`config.mk`:
```
export PLATFORM = sky130hd
export DESIGN_NAME = seg_lcd_driver
export DESIGN_NICKNAME = d
export VERILOG_FILES = /design/src/verilog/seg_lcd_pkg.sv /design/src/verilog/lcd_ctl_if.sv /design/src/verilog/lcd_wb_regs.sv /design/src/verilog/seg_lcd_driver.sv
export SDC_FILE = /design/constraint.sdc
export NUM_CORES = 1
export LEC_CHECK = 0
export BUFFER_PORTS_ARGS = -buffer_cell sky130_fd_sc_hd__buf_2
export CORE_MARGIN = 2
export CORE_UTILIZATION = 30
export CTS_CLUSTER_DIAMETER = 60
export CTS_CLUSTER_SIZE = 16
export DETAILED_ROUTE_END_ITERATION = 12
export GPL_ROUTABILITY_DRIVEN = 0
export PLACE_DENSITY_LB_ADDON = 0.15
export SYNTH_ARGS = -nofsm -noshare
export SYNTH_HDL_FRONTEND = slang
export SYNTH_SLANG_ARGS = --single-unit
```
`constraint.sdc`:
```
create_clock -name clk_i -period 4.24 [get_ports clk_i]
set_clock_uncertainty 0.2 [all_clocks]
set_input_delay 0.424 -clock clk_i [delete_from_list [all_inputs] [get_ports clk_i]]
set_output_delay 0.424 -clock clk_i [all_outputs]
set_load 0.03 [all_outputs]
```
`src/verilog/seg_lcd_pkg.sv`:
```
// Constants and types shared by the segment display driver
package seg_lcd_pkg;
  // Register indexes; byte address is four times the index
  localparam logic [9:0] IDX_DUTY_CLK = 10'h0_099;
  localparam logic [9:0] IDX_OUTPUT = 10'h0_09a;
  localparam logic [9:0] IDX_CONTRAST = 10'h0_09b;
  localparam logic [9:0] IDX_STATUS = 10'h0_09c;
  localparam logic [7:0] RST_DUTY_CLK = 8'h00;
  localparam logic [7:0] RST_OUTPUT = 8'h00;
  localparam logic [7:0] RST_CONTRAST = 8'h00;
  // Field positions
  localparam int OUT_DISPLAY_ON = 0;
  localparam int OUT_BIAS_SRC = 1;
  localparam int OUT_RELOCATE = 4;
  localparam int DC_CLK_LSB = 0;
  localparam int DC_DBS_LSB = 2;
  localparam int CC_STEP_LSB = 0;
  localparam int CC_ENABLE = 7;
  // Duty/bias codes
  localparam logic [3:0] DBS_D8_B4 = 4'h0;
  localparam logic [3:0] DBS_D6_B4 = 4'h1;
  localparam logic [3:0] DBS_D5_B3 = 4'h2;
  localparam logic [3:0] DBS_D4_B3 = 4'h3;
  localparam logic [3:0] DBS_D3_B3 = 4'h4;
  localparam logic [3:0] DBS_D3_B2 = 4'h5;
  localparam logic [3:0] DBS_D3_B2_HI = 4'h6;
  localparam logic [3:0] DBS_D2_B2 = 4'h7;
  localparam logic [3:0] DBS_D2_B2_HI = 4'h8;
  // Contrast bases: top level = VDD * num / (base - step)
  localparam logic [4:0] B4_NUM = 5'h10;
  localparam logic [4:0] B4_BASE = 5'h1f;
  localparam logic [4:0] B3_NUM = 5'h0c;
  localparam logic [4:0] B3_BASE = 5'h1b;
  localparam logic [4:0] B2_NUM = 5'h08;
  localparam logic [4:0] B2_BASE = 5'h17;
  // Watch clock 32768 Hz; 256 ticks give 128 Hz at select 0
  localparam logic [7:0] SCAN_DIV_MAX = 8'hff;
  // Display memory window
  localparam logic [15:0] MEM_FIRST = 16'h0000;
  localparam logic [15:0] MEM_LAST = 16'h001a;
  localparam int SEG_COUNT = 27;
  typedef enum logic [1:0] {FETCH_IDLE, FETCH_READ} fetch_state_t;
endpackage

```
`src/verilog/lcd_ctl_if.sv`:
```
// Control settings and status between register slave and display core
`timescale 1ns/1ps
interface lcd_ctl_if;
  logic [7:0] duty_clk;
  logic [7:0] out_ctl;
  logic [7:0] contrast;
  logic [7:0] status;
  modport regs (output duty_clk, output out_ctl, output contrast, input status);
  modport core (input duty_clk, input out_ctl, input contrast, output status);
endinterface

```
`src/verilog/lcd_wb_regs.sv`:
```
// Wishbone classic slave holding the display control registers
`timescale 1ns/1ps
module lcd_wb_regs (
  input wire logic clk_i,
  input wire logic rst_i,
  input wire logic cyc_i,
  input wire logic stb_i,
  input wire logic we_i,
  input wire logic [11:0] adr_i,
  input wire logic [3:0] sel_i,
  input wire logic [31:0] dat_i,
  output logic [31:0] dat_o,
  output logic ack_o,
  lcd_ctl_if.regs ctl
);
  import seg_lcd_pkg::*;

  logic [7:0] duty_clk_r, duty_clk_nxt;
  logic [7:0] out_ctl_r, out_ctl_nxt;
  logic [7:0] contrast_r, contrast_nxt;
  logic [31:0] dat_r, dat_nxt;
  logic ack_r, ack_nxt;
  logic req;
  logic [9:0] idx;

  assign req = cyc_i && stb_i && !ack_r;
  assign idx = adr_i[11:2];

  ////////////////////////////////////////////////////////////////////////
  always_comb begin
    duty_clk_nxt = duty_clk_r;
    out_ctl_nxt = out_ctl_r;
    contrast_nxt = contrast_r;
    dat_nxt = dat_r;
    ack_nxt = req;
    if (req && we_i && sel_i[0]) begin
      // Unused bits stay zero so they read back as zero
      unique case (idx)
        IDX_DUTY_CLK: duty_clk_nxt = {2'b00, dat_i[5:0]};
        IDX_OUTPUT: out_ctl_nxt = {3'b000, dat_i[4], 2'b00, dat_i[1:0]};
        IDX_CONTRAST: contrast_nxt = {dat_i[7], 3'b000, dat_i[3:0]};
        default: ;
      endcase
    end
    if (req && !we_i) begin
      unique case (idx)
        IDX_DUTY_CLK: dat_nxt = {24'h00_0000, duty_clk_r};
        IDX_OUTPUT: dat_nxt = {24'h00_0000, out_ctl_r};
        IDX_CONTRAST: dat_nxt = {24'h00_0000, contrast_r};
        IDX_STATUS: dat_nxt = {24'h00_0000, ctl.status};
        default: dat_nxt = 32'h0000_0000;
      endcase
    end
    if (rst_i) begin
      duty_clk_nxt = RST_DUTY_CLK;
      out_ctl_nxt = RST_OUTPUT;
      contrast_nxt = RST_CONTRAST;
      dat_nxt = 32'h0000_0000;
      ack_nxt = 1'b0;
    end
  end

  always_ff @(posedge clk_i) begin
    duty_clk_r <= duty_clk_nxt;
    out_ctl_r <= out_ctl_nxt;
    contrast_r <= contrast_nxt;
    dat_r <= dat_nxt;
    ack_r <= ack_nxt;
  end

  assign ctl.duty_clk = duty_clk_r;
  assign ctl.out_ctl = out_ctl_r;
  assign ctl.contrast = contrast_r;
  assign dat_o = dat_r;
  assign ack_o = ack_r;
endmodule

```
`src/verilog/seg_lcd_driver.sv`:
```
// Segment display driver: scan timing, memory fetch, pin and bias control
//
// Local design decision: the Wishbone interface to the registers.
`timescale 1ns/1ps
module seg_lcd_driver (
  input wire logic clk_i,
  input wire logic rst_i,
  input wire logic cyc_i,
  input wire logic stb_i,
  input wire logic we_i,
  input wire logic [11:0] adr_i,
  input wire logic [3:0] sel_i,
  input wire logic [31:0] dat_i,
  output logic [31:0] dat_o,
  output logic ack_o,
  input wire logic watch_timer_clock_i,
  input wire logic stop_mode_i,
  input wire logic sub_clock_i,
  input wire logic [3:0] port3_function_select_i,
  output logic [15:0] mem_addr_o,
  output logic mem_rd_o,
  input wire logic [7:0] mem_data_i,
  input wire logic mem_ack_i,
  output logic [7:0] com_o,
  output logic [seg_lcd_pkg::SEG_COUNT-1:0] seg_o,
  output logic frame_polarity_o,
  output logic [3:0] port3_upper_pins_o,
  output logic [3:0] port3_upper_oe_n_o,
  output logic [3:0] port3_lower_pins_o,
  output logic [3:0] port3_lower_oe_n_o,
  output logic bias_external_o,
  output logic [2:0] bias_den_o,
  output logic res_120k_o,
  output logic [4:0] top_bias_num_o,
  output logic [4:0] top_bias_den_o
);
  import seg_lcd_pkg::*;

  lcd_ctl_if ctl ();

  lcd_wb_regs u_regs (
    .clk_i(clk_i),
    .rst_i(rst_i),
    .cyc_i(cyc_i),
    .stb_i(stb_i),
    .we_i(we_i),
    .adr_i(adr_i),
    .sel_i(sel_i),
    .dat_i(dat_i),
    .dat_o(dat_o),
    .ack_o(ack_o),
    .ctl(ctl.regs)
  );

  ////////////////////////////////////////////////////////////////////////
  // Settings decode
  logic display_on, relocate, contrast_enable;
  logic [3:0] duty_bias_select, contrast_step;
  logic [1:0] frame_clock_select;
  logic [3:0] com_count;
  logic [2:0] bias_den;
  logic code_ok, relocate_ok, halted, active;

  assign display_on = ctl.out_ctl[OUT_DISPLAY_ON];
  assign relocate = ctl.out_ctl[OUT_RELOCATE];
  assign duty_bias_select = ctl.duty_clk[DC_DBS_LSB +: 4];
  assign frame_clock_select = ctl.duty_clk[DC_CLK_LSB +: 2];
  assign contrast_enable = ctl.contrast[CC_ENABLE];
  assign contrast_step = ctl.contrast[CC_STEP_LSB +: 4];

  always_comb begin
    code_ok = 1'b1;
    res_120k_o = 1'b0;
    unique case (duty_bias_select)
      DBS_D8_B4: begin com_count = 4'd8; bias_den = 3'd4; end
      DBS_D6_B4: begin com_count = 4'd6; bias_den = 3'd4; end
      DBS_D5_B3: begin com_count = 4'd5; bias_den = 3'd3; end
      DBS_D4_B3: begin com_count = 4'd4; bias_den = 3'd3; end
      DBS_D3_B3: begin com_count = 4'd3; bias_den = 3'd3; end
      DBS_D3_B2: begin com_count = 4'd3; bias_den = 3'd2; end
      DBS_D3_B2_HI: begin com_count = 4'd3; bias_den = 3'd2; res_120k_o = 1'b1; end
      DBS_D2_B2: begin com_count = 4'd2; bias_den = 3'd2; end
      DBS_D2_B2_HI: begin com_count = 4'd2; bias_den = 3'd2; res_120k_o = 1'b1; end
      default: begin com_count = 4'd2; bias_den = 3'd2; code_ok = 1'b0; end
    endcase
  end

  // Unavailable codes blank the glass rather than guess a waveform
  assign active = display_on && code_ok;
  // Stop without the sub clock freezes the scan; idle does not matter here
  assign halted = stop_mode_i && !sub_clock_i;
  assign relocate_ok = relocate && (com_count <= 4'd4);
  assign bias_external_o = ctl.out_ctl[OUT_BIAS_SRC];
  assign bias_den_o = bias_den;

  // Contrast: top bias level = VDD * num / den
  always_comb begin
    top_bias_num_o = 5'h01;
    top_bias_den_o = 5'h01;
    if (contrast_enable) begin
      unique case (bias_den)
        3'd4: begin top_bias_num_o = B4_NUM; top_bias_den_o = B4_BASE - {1'b0, contrast_step}; end
        3'd3: begin top_bias_num_o = B3_NUM; top_bias_den_o = B3_BASE - {1'b0, contrast_step}; end
        default: begin top_bias_num_o = B2_NUM; top_bias_den_o = B2_BASE - {1'b0, contrast_step}; end
      endcase
    end
  end

  ////////////////////////////////////////////////////////////////////////
  // Watch clock sync and scan divider
  logic wck_s1_r, wck_s2_r, wck_s3_r;
  logic [7:0] div_r, div_nxt;
  logic [2:0] com_idx_r, com_idx_nxt;
  logic pol_r, pol_nxt;
  logic wck_tick, scan_tick, frame_start;
  logic [7:0] div_max;

  always_ff @(posedge clk_i) begin
    wck_s1_r <= watch_timer_clock_i;
    wck_s2_r <= wck_s1_r;
    wck_s3_r <= wck_s2_r;
  end

  assign wck_tick = wck_s2_r && !wck_s3_r;
  assign div_max = SCAN_DIV_MAX >> frame_clock_select;
  assign scan_tick = wck_tick && (div_r >= div_max);
  assign frame_start = scan_tick && ({1'b0, com_idx_r} == com_count - 4'd1);

  always_comb begin
    div_nxt = div_r;
    com_idx_nxt = com_idx_r;
    pol_nxt = pol_r;
    if (!active) begin
      div_nxt = 8'h00;
      com_idx_nxt = 3'd0;
    end else if (!halted && wck_tick) begin
      div_nxt = scan_tick ? 8'h00 : div_r + 8'h01;
      if (scan_tick) begin
        com_idx_nxt = frame_start ? 3'd0 : com_idx_r + 3'd1;
        pol_nxt = frame_start ? !pol_r : pol_r;
      end
    end
    if (rst_i) begin
      div_nxt = 8'h00;
      com_idx_nxt = 3'd0;
      pol_nxt = 1'b0;
    end
  end

  always_ff @(posedge clk_i) begin
    div_r <= div_nxt;
    com_idx_r <= com_idx_nxt;
    pol_r <= pol_nxt;
  end

  ////////////////////////////////////////////////////////////////////////
  // Display memory fetch, one pass per frame
  fetch_state_t fst_r, fst_nxt;
  logic [15:0] addr_r, addr_nxt;
  logic [7:0] seg_mem [SEG_COUNT];
  logic kick_r, kick_nxt;

  always_comb begin
    fst_nxt = fst_r;
    addr_nxt = addr_r;
    // First pass right after turning on, then every frame
    // Kick is spent only when a pass starts, so a halted turn-on still fetches later
    kick_nxt = active ? kick_r : 1'b0;
    unique case (fst_r)
      FETCH_IDLE: begin
        if (active && !halted && (frame_start || (active && !kick_r))) begin
          fst_nxt = FETCH_READ;
          addr_nxt = MEM_FIRST;
          kick_nxt = 1'b1;
        end
      end
      FETCH_READ: begin
        if (!active) begin
          fst_nxt = FETCH_IDLE;
        end else if (mem_ack_i) begin
          if (addr_r == MEM_LAST) fst_nxt = FETCH_IDLE;
          else addr_nxt = addr_r + 16'h0001;
        end
      end
    endcase
    if (rst_i) begin
      fst_nxt = FETCH_IDLE;
      addr_nxt = MEM_FIRST;
      kick_nxt = 1'b0;
    end
  end

  always_ff @(posedge clk_i) begin
    fst_r <= fst_nxt;
    addr_r <= addr_nxt;
    kick_r <= kick_nxt;
    if (fst_r == FETCH_READ && mem_ack_i) begin
      seg_mem[addr_r[4:0]] <= mem_data_i;
    end
  end

  assign mem_rd_o = (fst_r == FETCH_READ);
  assign mem_addr_o = addr_r;

  ////////////////////////////////////////////////////////////////////////
  // Electrode drive
  logic [7:0] com_nxt, com_r;
  logic [SEG_COUNT-1:0] seg_nxt, seg_r;

  always_comb begin
    com_nxt = 8'h00;
    seg_nxt = '0;
    if (active && !rst_i) begin
      com_nxt = 8'h01 << com_idx_r;
      for (int i = 0; i < SEG_COUNT; i++) begin
        seg_nxt[i] = seg_mem[i][com_idx_r];
      end
    end
  end

  always_ff @(posedge clk_i) begin
    com_r <= com_nxt;
    seg_r <= seg_nxt;
  end

  assign com_o = com_r;
  assign seg_o = seg_r;
  assign frame_polarity_o = pol_r;

  // Commons 0..3 go to upper pins, or reversed onto the lower pins; relocating above four commons drives neither
  always_comb begin
    port3_upper_pins_o = com_r[3:0];
    port3_upper_oe_n_o = relocate ? 4'hf : 4'h0;
    for (int k = 0; k < 4; k++) begin
      port3_lower_pins_o[k] = com_r[3 - k];
      port3_lower_oe_n_o[k] = !(relocate_ok && port3_function_select_i[k]);
    end
  end

  assign ctl.status = {fst_r == FETCH_READ, active, halted, 2'b00, com_idx_r};
endmodule

```
==> summary.txt <==
STA
  • Max Clk Rate: approximately 280 MHz
  • Final Critical Period: around 3500 ps
  • Worst slew pin tran: ~940 ps
  • Fin. max-slew vios: 0
  • Slew margin rel.: between 30% and 40%
  • Crit share post-route: between 80% and 90%
  • RSZ-0062 raised after global routing: no
  • Setup violations, final: 0
  • Hold Vio Cnt, Final: 0
  • Setup_tns: 0 ps

Global routing
  • Largest net degree at the start of global routing: 60
  • All-Layer GR Usage: 13.4%
  • Initial antenna violation count: 1
  • Via count of the first global-routing pass: 7,179
  • First-pass GRT wire length: between 40 and 50 mm
  • GR Overflow Total: 0

Floorplan
  • Core box area: just over 0.04 mm2
  • FP Rows: 74
  • Die Y: 208 um
  • Die Wd: a little over 200 um
  • I/O pin cnt: roughly 190
  • Die ar.: roughly 0.043 mm2
  • Initial core utilization: 30.5%

Min path
  • Hold Path Class: primary input to flip-flop
  • Hold path cells: 3

Yosys
  • Sequential area share after synthesis: between 60% and 70%
  • Mapped cell area: 0.0125 mm2
  • #FFs+latches synth: 307
  • Synth warn: 0
  • Main synth FF type: edfxtp_1
  • Mapped Cells: 840
  • Number of synthesized flops with an enable pin: 216
  • Yosys cell types: between 50 and 60
  • Mean Syn Cell Area: 14.8 um2
  • Post-synth ARST share: 0%

Drt
  • ANT nets after route: 0
  • Drt first pass iters: 5
  • DRC errors left: 0
  • Met3 routed WL: about 1.1 mm
  • Routed WL: between 20 and 30 mm
  • Wire length per cell: about 19 um
  • Overall via count from detail_route: 7,042
  • Detailed Route Iter0 Violations: 381
  • Uppermost layer routed: met4
  • Vias/cell: between 4 and 5
  • Met1 Wirelength: about 14 mm
  • Routed wl met2: around 14 mm

Status
  • Status: complete, no violations

Clock tree
  • # clock sinks: between 300 and 400
  • Number of gates resized after CTS: 0
  • Clk Latency, worst-skew pair: just under 600 ps
  • Clock root buffer: clkbuf_16
  • CTS Buf Count: 30
  • CTS clk-pin slew, worst paths: 70 ps
  • TritonCTS clock tree: yes
  • Clock Path Buffers: 3
  • CTS H-tree depth: 1

Cells and area
  • Area delta synth->final: 16.9%
  • Final #Nets: about 1,100
  • Fill cell total of the finished layout: between 3,000 and 4,000
  • Antenna cells: 0
  • Final cell count without fillers: roughly 1,500
  • Layout cells sized above 1: 25.9%

Worst setup path
  • CP max-delay cell: dfxtp_1
  • Crit. path cell count: 11
  • CP startpoint kind: flip-flop
  • CP max stage delay: between 500 and 600 ps
  • WP data required: 4530 ps
  • Critical path arrival: around 3800 ps
  • Critical path class: flip-flop to flip-flop
  • Buf/Inv on CP: 1
  • Register-to-Register Path Depth: 11
  • Crit. End Element: flip-flop
  • Worst path cell trace: nand2b_1, a21oi_1, inv_1, ha_1, xor2_1, nand3b_1, nor3b_1, nand4_1, and2_4, or4_1, a21oi_1
  • Most frequent CP cell: a21oi_1
  • Top delay family on crit path: simple AND/OR/NAND/NOR gates
  • Worst Path Max Fanout: 14

Power
  • VDD IR max: 0.317 mV
  • Leakage: slightly above 0.005 uW
  • Cell Pwr Density: approximately 420 mW/mm2

Placed design
  • Placed Cells: ~1,500
  • Post-DP HPWL: approximately 17 mm
  • Port Buffers: 130

Flow run
  • Max Cap Viol: 0
==> metrics by stage <==
stage / power (uW) / instance area, um2 / hold slack (ps) / util, % / setup slack (ps)
after floorplan: 3340 / 12600 / 110 / - / 1290
after global placement: 3390 / 13500 / 112 / 33.0 / 743
after detailed placement: 3390 / 13500 / 112 / 33.0 / 722
after CTS: 6150 / 14600 / 14.8 / 35.6 / 692
after global routing: 6280 / 14600 / 58.1 / 35.6 / 454
final: 6060 / 14600 / 44.1 / 35.6 / 721
==> layout by cell type, fill, tap and decap left out, types with 7 or more instances in the layout <==
| cell type | count |
|---|---|
| a21oi_1 | 19 |
| a22oi_1 | 8 |
| and3_1 | 9 |
| buf_2 | 130 |
| clkbuf_1 | 8 |
| clkbuf_16 | 30 |
| conb_1 | 25 |
| dfxtp_1 | 88 |
| dlygate4sd3_1 | 8 |
| edfxtp_1 | 216 |
| ha_1 | 18 |
| inv_1 | 13 |
| mux2i_1 | 46 |
| mux4_2 | 54 |
| nand2_1 | 31 |
| nand3_1 | 19 |
| nor2_1 | 121 |
| nor3_1 | 7 |
| nor3b_1 | 7 |
| o21ai_0 | 11 |
| or3_1 | 8 |
| xnor2_1 | 12 |
| xor2_1 | 7 |
==> registers in the layout, summed over array words and instances, names as in the netlist <==
name / flops
seg_mem: 216
u_regs.ctl.contrast: 5
seg_o: 27
wck_s1_r: 1
com_idx_r: 3
wck_s2_r: 1
wck_s3_r: 1
frame_polarity_o: 1
u_regs.dat_o: 8
u_regs.ctl.out_ctl: 3
mem_addr_o: 16
u_regs.ack_o: 1
kick_r: 1
fst_r: 1
div_r: 8
u_regs.ctl.duty_clk: 6
com_o: 8
==> synth_stat cells (3+ instances only) <==
cell type	n	share of area (%)
a21boi_0	4	0.24
a21oi_1	19	0.76
a22oi_1	8	0.48
and2_1	4	0.20
and3_1	9	0.45
buf_1	10	0.30
buf_2	4	0.16
buf_4	38	2.3
clkbuf_1	20	0.60
dfxtp_1	91	15
edfxtp_1	216	52
ha_1	18	1.8
inv_1	13	0.39
mux2i_1	46	3.7
mux4_2	54	9.8
nand2_1	31	0.93
nand2b_1	5	0.25
nand3_1	19	0.76
nand3b_1	6	0.36
nand4_1	5	0.25
nor2_1	121	3.6
nor2b_1	3	0.15
nor3_1	7	0.28
nor3b_1	7	0.42
o21ai_0	11	0.44
o22ai_1	3	0.15
or2_2	6	0.30
or3_1	8	0.40
or3b_2	3	0.21
or4_1	3	0.18
xnor2_1	12	0.84
xor2_1	7	0.49
==> where the power goes <==
| part | leakage [uW] | switching (uW) | internal [uW] |
|---|---|---|---|
| logic | 0.00190 | 102 | 24.2 |
| clock network | 0.000485 | 1190 | 1550 |
| registers | 0.00268 | 0.886 | 3200 |
==> cells by family (layout without fill, tap and decap cells) <==
group                    count (synthesis)  after routing  share of synthesized area (%)
flip-flops                             307            307                           66.6
other                                    1             25                         0.0301
AND/OR/NAND/NOR                        248            248                           9.61
multiplexers                           101            101                           13.5
adder cells (fa/ha/maj)                 18             18                           1.81
buffers and inverters                   86            212                           3.83
AO/OA/AOI/OAI                           60             60                           3.24
XOR/XNOR                                19             19                           1.33
==> path summary, 6_finish.rpt <==
kind                          startpoint        endpoint  slack (ps)
hold / removal                     stb_i    u_regs.ack_o          40
setup reg to reg  u_regs.ctl.duty_clk[4]  mem_addr_o[15]         720
setup / recovery  u_regs.ctl.duty_clk[4]  mem_addr_o[15]         720
hold reg to reg                 wck_s1_r        wck_s2_r         130
==> layout make-up <==
cell class	instances	area, um2	share of cell area (%)
clock buffer	40	808	5.54
clock inverter	16	204	1.40
inverter	13	48.8	0.335
multi-input combinational	471	3780	25.9
sequential	307	8310	57.0
tap	532	666	4.56
timing repair buffer	143	768	5.27
==> what timing repair did <==
| item | in CTS | in global routing |
|---|---|---|
| buffers inserted | 0 | 0 |
| endpoints found under the hold margin | 15 | 0 |
| hold buffers | 8 | 0 |
==> worst min-delay path, stage by stage <==
cell	delay, ps
buf_2	100
nand3b_1	170
nor2_1	70
==> per-layer routing <==
layer,vias up,track usage (%)
met1,3553,18.9
met3,37,2.11
li1,3326,-
met4,0,3.42
met2,126,21.6
met5,-,0
No activity file was read; power rests on OpenSTA's default activity.
